===== config.mk =====
export PLATFORM = sky130hd
export DESIGN_NAME = sicp_core
export DESIGN_NICKNAME = d
export VERILOG_FILES = /design/src/rtl/sicp_core.v
export VERILOG_INCLUDE_DIRS = /design/src /design/src/shared
export SDC_FILE = /design/constraint.sdc
export NUM_CORES = 1
export LEC_CHECK = 0
export ABC_AREA = 0
export BUFFER_PORTS_ARGS = -buffer_cell sky130_fd_sc_hd__buf_2
export CAP_MARGIN = 20
export CORE_UTILIZATION = 32
export DETAILED_ROUTE_END_ITERATION = 16
export PLACE_DENSITY_LB_ADDON = 0.05
export SLEW_MARGIN = 20
export SYNTH_ARGS = -nofsm -noshare
export SYNTH_HDL_FRONTEND = slang
export SYNTH_SLANG_ARGS = --single-unit

===== constraint.sdc =====
create_clock -name clk -period 2 [get_ports clk]
set_input_delay 0.2 -clock clk [delete_from_list [all_inputs] [get_ports clk]]
set_output_delay 0.2 -clock clk [all_outputs]
set_load 0.02 [all_outputs]

===== src/shared/sicp_defs.vh =====
// constants for the soft starter input control and priority block
`ifndef SICP_DEFS_VH
`define SICP_DEFS_VH

// ----------------------------------------
// register offsets
// ----------------------------------------
`define SICP_ADDR_ACT0     8'h00
`define SICP_ADDR_CTRL     8'h04
`define SICP_ADDR_STATUS   8'h08
`define SICP_ADDR_PRIO     8'h0C
`define SICP_ADDR_CMD      8'h10
`define SICP_ADDR_CUR_IN   8'h14
`define SICP_ADDR_CUR_OUT  8'h18
`define SICP_ADDR_OUTFN    8'h1C

// ----------------------------------------
// input action codes, 4 bits each
// ----------------------------------------
`define SICP_ACT_NONE      4'h0
`define SICP_ACT_MANUAL    4'h1
`define SICP_ACT_EMERG     4'h2
`define SICP_ACT_SLOW      4'h3
`define SICP_ACT_QSTOP     4'h4
`define SICP_ACT_TRIPRST   4'h5
`define SICP_ACT_FWD1      4'h6
`define SICP_ACT_FWD2      4'h7
`define SICP_ACT_FWD3      4'h8
`define SICP_ACT_REV1      4'h9
`define SICP_ACT_REV2      4'hA
`define SICP_ACT_REV3      4'hB

// ----------------------------------------
// control priority ranks
// ----------------------------------------
`define SICP_RANK_AUTO     3'h0
`define SICP_RANK_PC_BUS   3'h1
`define SICP_RANK_INPUTS   3'h2
`define SICP_RANK_KEYS     3'h3
`define SICP_RANK_PC_SER   3'h4

// ----------------------------------------
// control bits, command bits, run states
// ----------------------------------------
`define SICP_CTRL_LOCK     0
`define SICP_CTRL_DELTA    1
`define SICP_CTRL_BUSMOD   2
`define SICP_CTRL_DEF_LSB  4
`define SICP_CMD_SAVE      0
`define SICP_CMD_RESTORE   1
`define SICP_CMD_FACTORY   2
`define SICP_CMD_QS_DONE   3
`define SICP_CMD_BUSSTART  4
`define SICP_CMD_PRIO_REQ  5

`define SICP_ST_IDLE       2'h0
`define SICP_ST_RAMP       2'h1
`define SICP_ST_RUN        2'h2
`define SICP_ST_STOP       2'h3

// delta scaling 1.73 as 443/256
`define SICP_DELTA_MUL     9'h1BB

`endif

===== src/rtl/sicp_core.v =====
// soft starter control input mapping and control priority arbiter
`timescale 1ns/10ps
`default_nettype none
`include "sicp_defs.vh"
// Notes on behaviour
// - action change only while input inactive
// - shared action needs all its inputs
// - trip reset ignored during cooling time
// - manual mode hands control to inputs
// - emergency start overrides bypassable group fault
// - slow speed needs slow plus start
// - quick stop always, no group fault
// - forward start uses chosen parameter set
// - reverse only with slow speed
// - trip reset on rising edge only
// - ground fault masked until run-up done
// - saving refused while motor driven
// - restore reloads last saved settings
// - factory reset reloads defaults, redo quick start
// - bus startup overwrites unless locked
// - inside-delta currents scaled by 1.73
// - outputs 4,5,6 fault, bypass, fan
// - only higher rank takes or releases; the code has no release, the rank only rises until reset
// - ranks auto0 pcbus1 inputs2 keys3 pcser4
// - default control chosen at power up
// - bus module forces default to automatic
// - report phase direction and connection type

module sicp_core #(
	parameter N_IN = 4,
	parameter CUR_W = 12
) (
	input  wire              clk,
	input  wire              rst_n,
	input  wire [7:0]        addr,
	input  wire [31:0]       wdata,
	input  wire              wr,
	input  wire              rd,
	output reg  [31:0]       rdata,
	input  wire [N_IN-1:0]   ctl_in,
	input  wire [4:0]        prio_req,
	input  wire              fault_group,
	input  wire              fault_bypassable,
	input  wire              cooling_busy,
	input  wire              runup_done,
	input  wire              bypass_closed,
	input  wire              fan_on,
	input  wire              motor_off,
	input  wire [1:0]        phase_dir,
	input  wire [1:0]        conn_type,
	input  wire [CUR_W-1:0]  meas_current,
	output reg               start_fwd,
	output reg               start_rev,
	output reg               use_slow,
	output reg  [1:0]        param_sel,
	output reg               stop_req,
	output reg               trip_reset,
	output reg               bus_ctrl_en,
	output reg               gf_enable,
	output reg               save_pulse,
	output reg               restore_pulse,
	output reg               factory_pulse,
	output reg               bus_load_pulse,
	output reg  [5:0]        out_pins,
	output reg  [2:0]        prio_holder,
	output reg  [CUR_W-1:0]  phase_current
);

	// ----------------------------------------
	// configuration registers
	// ----------------------------------------
	reg [4*N_IN-1:0] act_reg;
	reg [7:0]        ctrl_reg;
	reg [2:0]        outfn_reg;
	reg              qs_needed_reg;
	reg [N_IN-1:0]   in_d_reg;
	reg              save_rej_reg;
	reg              act_rej_reg;
	reg [2:0]        prio_reg;

	wire wr_act  = wr && (addr == `SICP_ADDR_ACT0);
	wire wr_ctrl = wr && (addr == `SICP_ADDR_CTRL);
	wire wr_cmd  = wr && (addr == `SICP_ADDR_CMD);
	wire wr_outf = wr && (addr == `SICP_ADDR_OUTFN);
	wire wr_prio = wr_cmd && wdata[`SICP_CMD_PRIO_REQ];

	// ----------------------------------------
	// per input action decode
	// ----------------------------------------
	wire [N_IN-1:0] act_block;
	wire [N_IN-1:0] hit_man;
	wire [N_IN-1:0] hit_em;
	wire [N_IN-1:0] hit_slow;
	wire [N_IN-1:0] hit_qs;
	wire [N_IN-1:0] hit_tr;
	wire [N_IN-1:0] hit_f1;
	wire [N_IN-1:0] hit_f2;
	wire [N_IN-1:0] hit_f3;
	wire [N_IN-1:0] hit_r1;
	wire [N_IN-1:0] hit_r2;
	wire [N_IN-1:0] hit_r3;
	wire [N_IN-1:0] asg_tr;
	genvar gi;
	generate
		for (gi = 0; gi < N_IN; gi = gi + 1) begin : g_in
			wire [3:0] a = act_reg[4*gi+3:4*gi];
			// unassigned inputs count as satisfied so the and covers only carriers
			assign hit_man[gi]  = (a != `SICP_ACT_MANUAL)  || ctl_in[gi];
			assign hit_em[gi]   = (a != `SICP_ACT_EMERG)   || ctl_in[gi];
			assign hit_slow[gi] = (a != `SICP_ACT_SLOW)    || ctl_in[gi];
			assign hit_qs[gi]   = (a != `SICP_ACT_QSTOP)   || ctl_in[gi];
			assign hit_tr[gi]   = (a != `SICP_ACT_TRIPRST) || ctl_in[gi];
			assign hit_f1[gi]   = (a != `SICP_ACT_FWD1)    || ctl_in[gi];
			assign hit_f2[gi]   = (a != `SICP_ACT_FWD2)    || ctl_in[gi];
			assign hit_f3[gi]   = (a != `SICP_ACT_FWD3)    || ctl_in[gi];
			assign hit_r1[gi]   = (a != `SICP_ACT_REV1)    || ctl_in[gi];
			assign hit_r2[gi]   = (a != `SICP_ACT_REV2)    || ctl_in[gi];
			assign hit_r3[gi]   = (a != `SICP_ACT_REV3)    || ctl_in[gi];
			assign asg_tr[gi]   = (a == `SICP_ACT_TRIPRST);
			// a write may not change the action of an asserted input
			assign act_block[gi] = ctl_in[gi] &&
				(wdata[4*gi+3:4*gi] != a);
		end
	endgenerate

	// an action with no carrier is off, hence the any-assigned terms
	function has;
		input [4*N_IN-1:0] acts;
		input [3:0]        code;
		integer            k;
		begin
			has = 1'b0;
			for (k = 0; k < N_IN; k = k + 1)
				if (acts[4*k+3 -: 4] == code)
					has = 1'b1;
		end
	endfunction

	wire f_man  = has(act_reg, `SICP_ACT_MANUAL) && (&hit_man);
	wire f_em   = has(act_reg, `SICP_ACT_EMERG)  && (&hit_em);
	wire f_slow = has(act_reg, `SICP_ACT_SLOW)   && (&hit_slow);
	wire f_qs   = has(act_reg, `SICP_ACT_QSTOP)  && (&hit_qs);
	wire f_tr   = (|asg_tr) && (&hit_tr);
	wire f_f1   = has(act_reg, `SICP_ACT_FWD1)   && (&hit_f1);
	wire f_f2   = has(act_reg, `SICP_ACT_FWD2)   && (&hit_f2);
	wire f_f3   = has(act_reg, `SICP_ACT_FWD3)   && (&hit_f3);
	wire f_r1   = has(act_reg, `SICP_ACT_REV1)   && (&hit_r1);
	wire f_r2   = has(act_reg, `SICP_ACT_REV2)   && (&hit_r2);
	wire f_r3   = has(act_reg, `SICP_ACT_REV3)   && (&hit_r3);

	// trip reset level of the previous cycle, for edge detection
	reg  f_tr_d_reg;
	wire tr_edge = f_tr && !f_tr_d_reg;

	wire any_fwd = f_f1 || f_f2 || f_f3;
	wire any_rev = (f_r1 || f_r2 || f_r3) && f_slow;
	wire inputs_rule = (prio_reg == `SICP_RANK_INPUTS) || f_man;
	wire start_ok = !fault_group || (f_em && fault_bypassable);
	wire [1:0] sel_nx = f_f1 ? 2'h0 : f_f2 ? 2'h1 : f_f3 ? 2'h2 :
		f_r1 ? 2'h0 : f_r2 ? 2'h1 : 2'h2;

	// ----------------------------------------
	// priority arbitration
	// ----------------------------------------
	reg  [2:0] req_top;
	reg        req_any;
	integer    ri;
	always @* begin
		req_top = 3'h0;
		req_any = 1'b0;
		// later index wins, so the highest rank is kept
		for (ri = 0; ri < 5; ri = ri + 1)
			if (prio_req[ri]) begin
				req_top = ri[2:0];
				req_any = 1'b1;
			end
	end

	wire [2:0] def_rank = ctrl_reg[`SICP_CTRL_DEF_LSB+2:`SICP_CTRL_DEF_LSB];
	wire [2:0] sw_rank  = wdata[10:8];

	// ----------------------------------------
	// main sequential logic
	// ----------------------------------------
	reg                boot_reg;
	reg [4*N_IN-1:0]   saved_act_reg;
	reg [CUR_W+8:0]    scaled;
	always @* begin
		scaled = meas_current * `SICP_DELTA_MUL;
	end

	wire save_cmd = wr_cmd && wdata[`SICP_CMD_SAVE];
	wire save_ok  = save_cmd && motor_off;
	wire save_bad = save_cmd && !motor_off;
	wire rest_cmd = wr_cmd && wdata[`SICP_CMD_RESTORE];
	wire fact_cmd = wr_cmd && wdata[`SICP_CMD_FACTORY];
	wire act_bad  = wr_act && (|act_block);
	wire stat_rd  = rd && (addr == `SICP_ADDR_STATUS);

	// ----------------------------------------
	// configuration and saved copy
	// ----------------------------------------
	always @(posedge clk or negedge rst_n) begin
		if (!rst_n) begin
			act_reg       <= {4*N_IN{1'b0}};
			saved_act_reg <= {4*N_IN{1'b0}};
			ctrl_reg      <= 8'h00;
			outfn_reg     <= 3'h0;
			qs_needed_reg <= 1'b1;
		end else begin
			// factory reset beats restore, restore beats a plain write
			if (fact_cmd) begin
				act_reg       <= {4*N_IN{1'b0}};
				saved_act_reg <= {4*N_IN{1'b0}};
			end else begin
				if (rest_cmd)
					act_reg <= saved_act_reg;
				else if (wr_act && !act_bad)
					act_reg <= wdata[4*N_IN-1:0];
				if (save_ok)
					saved_act_reg <= act_reg;
			end
			if (wr_ctrl) begin
				ctrl_reg <= wdata[7:0];
				if (wdata[`SICP_CTRL_BUSMOD])
					ctrl_reg[`SICP_CTRL_DEF_LSB+2:`SICP_CTRL_DEF_LSB] <=
						`SICP_RANK_AUTO;
			end
			if (wr_outf)
				outfn_reg <= wdata[2:0];
			if (fact_cmd)
				qs_needed_reg <= 1'b1;
			else if (wr_cmd && wdata[`SICP_CMD_QS_DONE])
				qs_needed_reg <= 1'b0;
		end
	end

	// ----------------------------------------
	// priority holder
	// ----------------------------------------
	always @(posedge clk or negedge rst_n) begin
		if (!rst_n) begin
			prio_reg    <= 3'h0;
			boot_reg    <= 1'b1;
			prio_holder <= 3'h0;
		end else begin
			boot_reg <= 1'b0;
			// power up default first, then strictly higher takers
			if (boot_reg)
				prio_reg <= def_rank;
			else if (req_any && req_top > prio_reg)
				prio_reg <= req_top;
			else if (wr_prio && sw_rank > prio_reg)
				prio_reg <= sw_rank;
			prio_holder <= prio_reg;
		end
	end

	// ----------------------------------------
	// motor commands from the inputs
	// ----------------------------------------
	always @(posedge clk or negedge rst_n) begin
		if (!rst_n) begin
			in_d_reg    <= {N_IN{1'b0}};
			f_tr_d_reg  <= 1'b0;
			start_fwd   <= 1'b0;
			start_rev   <= 1'b0;
			use_slow    <= 1'b0;
			param_sel   <= 2'h0;
			stop_req    <= 1'b0;
			trip_reset  <= 1'b0;
			bus_ctrl_en <= 1'b0;
			gf_enable   <= 1'b0;
		end else begin
			in_d_reg    <= ctl_in;
			f_tr_d_reg  <= f_tr;
			// starts follow the inputs only while inputs rule
			start_fwd   <= inputs_rule && any_fwd && start_ok && !f_qs;
			start_rev   <= inputs_rule && any_rev && start_ok && !f_qs;
			use_slow    <= inputs_rule && f_slow && (any_fwd || any_rev);
			param_sel   <= sel_nx;
			stop_req    <= f_qs;
			trip_reset  <= tr_edge && !cooling_busy;
			bus_ctrl_en <= !f_man && (prio_reg <= `SICP_RANK_PC_BUS);
			gf_enable   <= runup_done;
		end
	end

	// ----------------------------------------
	// command pulses and status flags
	// ----------------------------------------
	always @(posedge clk or negedge rst_n) begin
		if (!rst_n) begin
			save_pulse     <= 1'b0;
			restore_pulse  <= 1'b0;
			factory_pulse  <= 1'b0;
			bus_load_pulse <= 1'b0;
			save_rej_reg   <= 1'b0;
			act_rej_reg    <= 1'b0;
		end else begin
			save_pulse     <= save_ok;
			restore_pulse  <= rest_cmd;
			factory_pulse  <= fact_cmd;
			bus_load_pulse <= wr_cmd && wdata[`SICP_CMD_BUSSTART] &&
				!ctrl_reg[`SICP_CTRL_LOCK];
			// a new refusal wins over the clearing read in the same cycle
			if (save_bad)
				save_rej_reg <= 1'b1;
			else if (stat_rd)
				save_rej_reg <= 1'b0;
			if (act_bad)
				act_rej_reg <= 1'b1;
			else if (stat_rd)
				act_rej_reg <= 1'b0;
		end
	end

	// ----------------------------------------
	// status outputs and currents
	// ----------------------------------------
	always @(posedge clk or negedge rst_n) begin
		if (!rst_n) begin
			out_pins      <= 6'h00;
			phase_current <= {CUR_W{1'b0}};
		end else begin
			out_pins      <= {fan_on, bypass_closed, fault_group, outfn_reg};
			phase_current <= ctrl_reg[`SICP_CTRL_DELTA] ?
				scaled[CUR_W+7:8] : meas_current;
		end
	end

	// ----------------------------------------
	// read port
	// ----------------------------------------
	always @(posedge clk or negedge rst_n) begin
		if (!rst_n) begin
			rdata <= 32'h00000000;
		end else if (rd) begin
			case (addr)
			`SICP_ADDR_ACT0:    rdata <= {{(32-4*N_IN){1'b0}}, act_reg};
			`SICP_ADDR_CTRL:    rdata <= {24'h000000, ctrl_reg};
			`SICP_ADDR_STATUS:  rdata <= {20'h00000, conn_type, phase_dir,
				3'h0, qs_needed_reg, act_rej_reg, save_rej_reg,
				gf_enable, bus_ctrl_en};
			`SICP_ADDR_PRIO:    rdata <= {29'h00000000, prio_reg};
			`SICP_ADDR_CUR_IN:  rdata <= {{(32-N_IN){1'b0}}, in_d_reg};
			`SICP_ADDR_CUR_OUT: rdata <= {26'h0000000, out_pins};
			`SICP_ADDR_OUTFN:   rdata <= {29'h00000000, outfn_reg};
			default:            rdata <= 32'h00000000;
			endcase
		end else begin
			rdata <= 32'h00000000;
		end
	end

endmodule // sicp_core
`default_nettype wire


==> impl_metrics.tcl <==
set metrics [dict create \
    timing.final.hold_violations 0 \
    synth-edff-count 0 \
    post-route-util_pct 47.8 \
    area_growth_pct 46.2 \
    setup_viol 31 \
    cp_max_fo 6 \
    synth_area_um2 7680 \
    grt_pass1_vias 7283 \
    drt-wirelength-per-cell_um 18.9 \
    nNetsFinal 1241 \
    numPortBuffers 109 \
    cts_buffers 9 \
    drive_above_1_share_pct 45.5 \
    n_fill_cell 2219 \
    multi_input_area_um2 5120 \
    whs_path_depth 2 \
    clock_skew_ns 0.0117 \
    grt_pass1_wl_um 41500 \
    fin_crit_ns 3.58 \
    cts.sinks 105 \
    end_kind "flop" \
    worst_path_max_delay_cell "fa_1" \
    dr.first_iter.drc_count 324 \
    avgSynthCellArea_um2 10.1 \
    regArea_um2 2640 \
    antenna_found_initial 0 \
    num_rows 56 \
    grt_max_degree 37 \
    drc 0 \
    hold_path_end "rdata[10]$_DFF_PN0_" \
    die_h_um 157 \
    yosys_most_used_dff "dfrtp_1" \
    rsz0062_at_grt "yes" \
    cts_buffer_depth 2 \
    via_per_inst 5.02 \
    gp_congestion 0.857 \
    grt_usage_pct 22.4 \
    reg2reg_depth 8 \
    period_share_pct 179 \
    vias 6992 \
    drv_slew 0 \
    synth_top_area_share_pct 33.6 \
    h-tree-depth 3 \
    vdd_drop_max_mv 0.904 \
    critPathTopFamily "adder cells" \
    arrival_ns 3.82 \
    cellLeakagePower_nw 5.55 \
    synth_area_leaders "dfrtp_1 34%, fa_1 11%, ha_1 8.8%, inv_1 4.6%, a22o_1 2.4%" \
    core_area_um2 23500 \
    cap_violations 0 \
    setup_ws_ns -1.58 \
    hp-class "in2reg" \
    async_reset_ff_share_pct 100 \
    cts_tree "yes" \
    pre_cts_slack_ns -2.10 \
    rrSetupSlack_ns -0.26 \
    path_clk_slew_ns 0.08 \
    cts-root-buf "clkbuf_16" \
    path_cells "buf_8 > clkinvlp_4 > fa_2 > fa_1 > inv_1 > fa_1 > inv_1 > fa_1 > inv_2 > ha_4 > nand2_4 > nor2_4 > o211ai_1 > buf_4 > buf_4 > a41o_1" \
    worstSkewPairLatency_ns 0.36 \
    diodes 0 \
    crit_path_start_kind "primary input" \
    tightest_slew_ns 0.537 \
    ys_types 71 \
    yosysTopAreaCell "dfrtp_1" \
    gr-total-overflow 0 \
    die_w_um 157 \
    totalWireLength_um 26400 \
    ys_seq_elements 105 \
    syn_inst 763 \
    initial_utilization_pct 32.7 \
    fmax_mhz 279 \
    yosys_warnings 0 \
    path_common_cell "fa_1" \
    r2r-start "act_reg[13]$_DFFE_PN0P_" \
    power.density_nw_per_um2 893 \
    synth-seq-area-share_pct 34.2 \
    hpwl_um 20500 \
    path_buf_inv 7 \
    slew_headroom_pct 64.1 \
    slowest_delay_ns 0.52 \
    die_area_um2 24600 \
    postRouteAntennaNets 0 \
    drt_first_pass_iters 5 \
    worst-setup-path-type "in2reg" \
    ios 142 \
    run_status "finished with violations" \
    rr_endpoint "act_reg[2]$_DFFE_PN0P_" \
    hold_start "conn_type[0]" \
    required_ns 2.24 \
    violations "setup timing" \
]
[where the power goes]
part | internal (W) | switching [W]
clock | 0.00100 | 0.000917
combinational | 0.00295 | 0.00286
sequential | 0.00223 | 0.0000650
total | 0.00618 | 0.00384
[routing by layer]
metal,wire length (µm),vias to the layer above,global-route usage (%)
li1,-,3285,-
met4,513,0,6.91
met2,11800,211,35.0
met3,1060,28,2.73
met5,0,-,0
met1,13000,3468,32.3
[area by class of cell]
class / count / area share (%)
well taps: 319 / 3.55
inverters: 94 / 3.24
repair buffers: 330 / 21.3
multi-input cells: 529 / 45.6
clock inverters: 7 / 0.758
clock buffers: 9 / 2.01
flip-flops and latches: 105 / 23.5
[kinds of logic after synthesis]
group | Yosys count | synth area share [%]
other | 1 | 0.0488
adder cells (fa/ha/maj) | 96 | 19.7
multiplexers | 25 | 3.47
XOR/XNOR | 25 | 2.85
AO/OA/AOI/OAI | 168 | 16.2
buffers and inverters | 146 | 8.63
flip-flops | 105 | 34.2
AND/OR/NAND/NOR | 197 | 14.8
[through the flow]
| stage | setup TNS [ns] | std cells | power [W] | hold slack, ns | area, µm² |
|---|---|---|---|---|---|
| final | -20.57 | 1393 | 0.0100 | 0.0852 | 11200 |
| after global placement | -29.80 | 1343 | 0.00731 | 0.188 | 9970 |
| after CTS | -20.74 | 1381 | 0.00987 | 0.0690 | 10800 |
| after detailed placement | -30.07 | 1343 | 0.00736 | 0.183 | 9970 |
| after global routing | -23.56 | 1393 | 0.0108 | 0.0692 | 11200 |
| after floorplan | -17.43 | 779 | 0.00544 | -0.0956 | 7890 |
[worst max-delay path by stage]
stage                    start                          end  cells past startpoint
2_1_floorplan  meas_current[5]  phase_current[11]$_DFF_PN0_                     15
3_3_place_gp   meas_current[7]  phase_current[10]$_DFF_PN0_                     16
3_5_place_dp   meas_current[7]  phase_current[10]$_DFF_PN0_                     16
4_1_cts        meas_current[7]  phase_current[10]$_DFF_PN0_                     16
5_1_grt        meas_current[5]  phase_current[10]$_DFF_PN0_                     16
6_report       meas_current[5]   phase_current[5]$_DFF_PN0_                     16
[cells in the final DEF (no fill, tap or decap), drive strengths merged, types with 8 or more instances in the layout]
master	instances
a221o	15
or2	8
a22o	21
a21o	11
conb	17
o32ai	9
fa	42
mux2i	12
or3	9
nand2b	22
buf	323
o22ai	24
xor2	19
mux2	13
ha	54
inv	95
nor3	28
nor2	29
and2	15
nand2	28
clkbuf	10
a21oi	23
o21ai	19
and3	23
nand3	9
dfrtp	103
[synth_stat cells (18+ instances only)]
cell type / number
nand2_1: 27
o21ai_0: 18
nor2_1: 25
nor3_1: 26
o22ai_1: 24
dfrtp_1: 103
nand2b_1: 22
inv_1: 94
xor2_1: 19
clkbuf_1: 19
fa_1: 42
a21oi_1: 23
buf_4: 19
and3_1: 23
a22o_1: 21
ha_1: 54
[worst register-to-register path: stages, from the launching register on]
cell     delay, ns
dfrtp_2       0.46
xor2_1        0.17
o41ai_2       0.32
buf_4         0.17
nand4_1       0.10
buf_4         0.18
nor2_4        0.25
nor2_4        0.13
a221o_1       0.35
[repair_timing]
action                                 CTS  global route
resized for setup                       80            71
hold buffers                             6             0
pin swaps                               44            47
setup buffers                           16            14
endpoints found under the hold margin   32             0
cloned                                   1             1
setup endpoints to repair               35            38
Note: power is estimated with default switching activity, not from simulation.
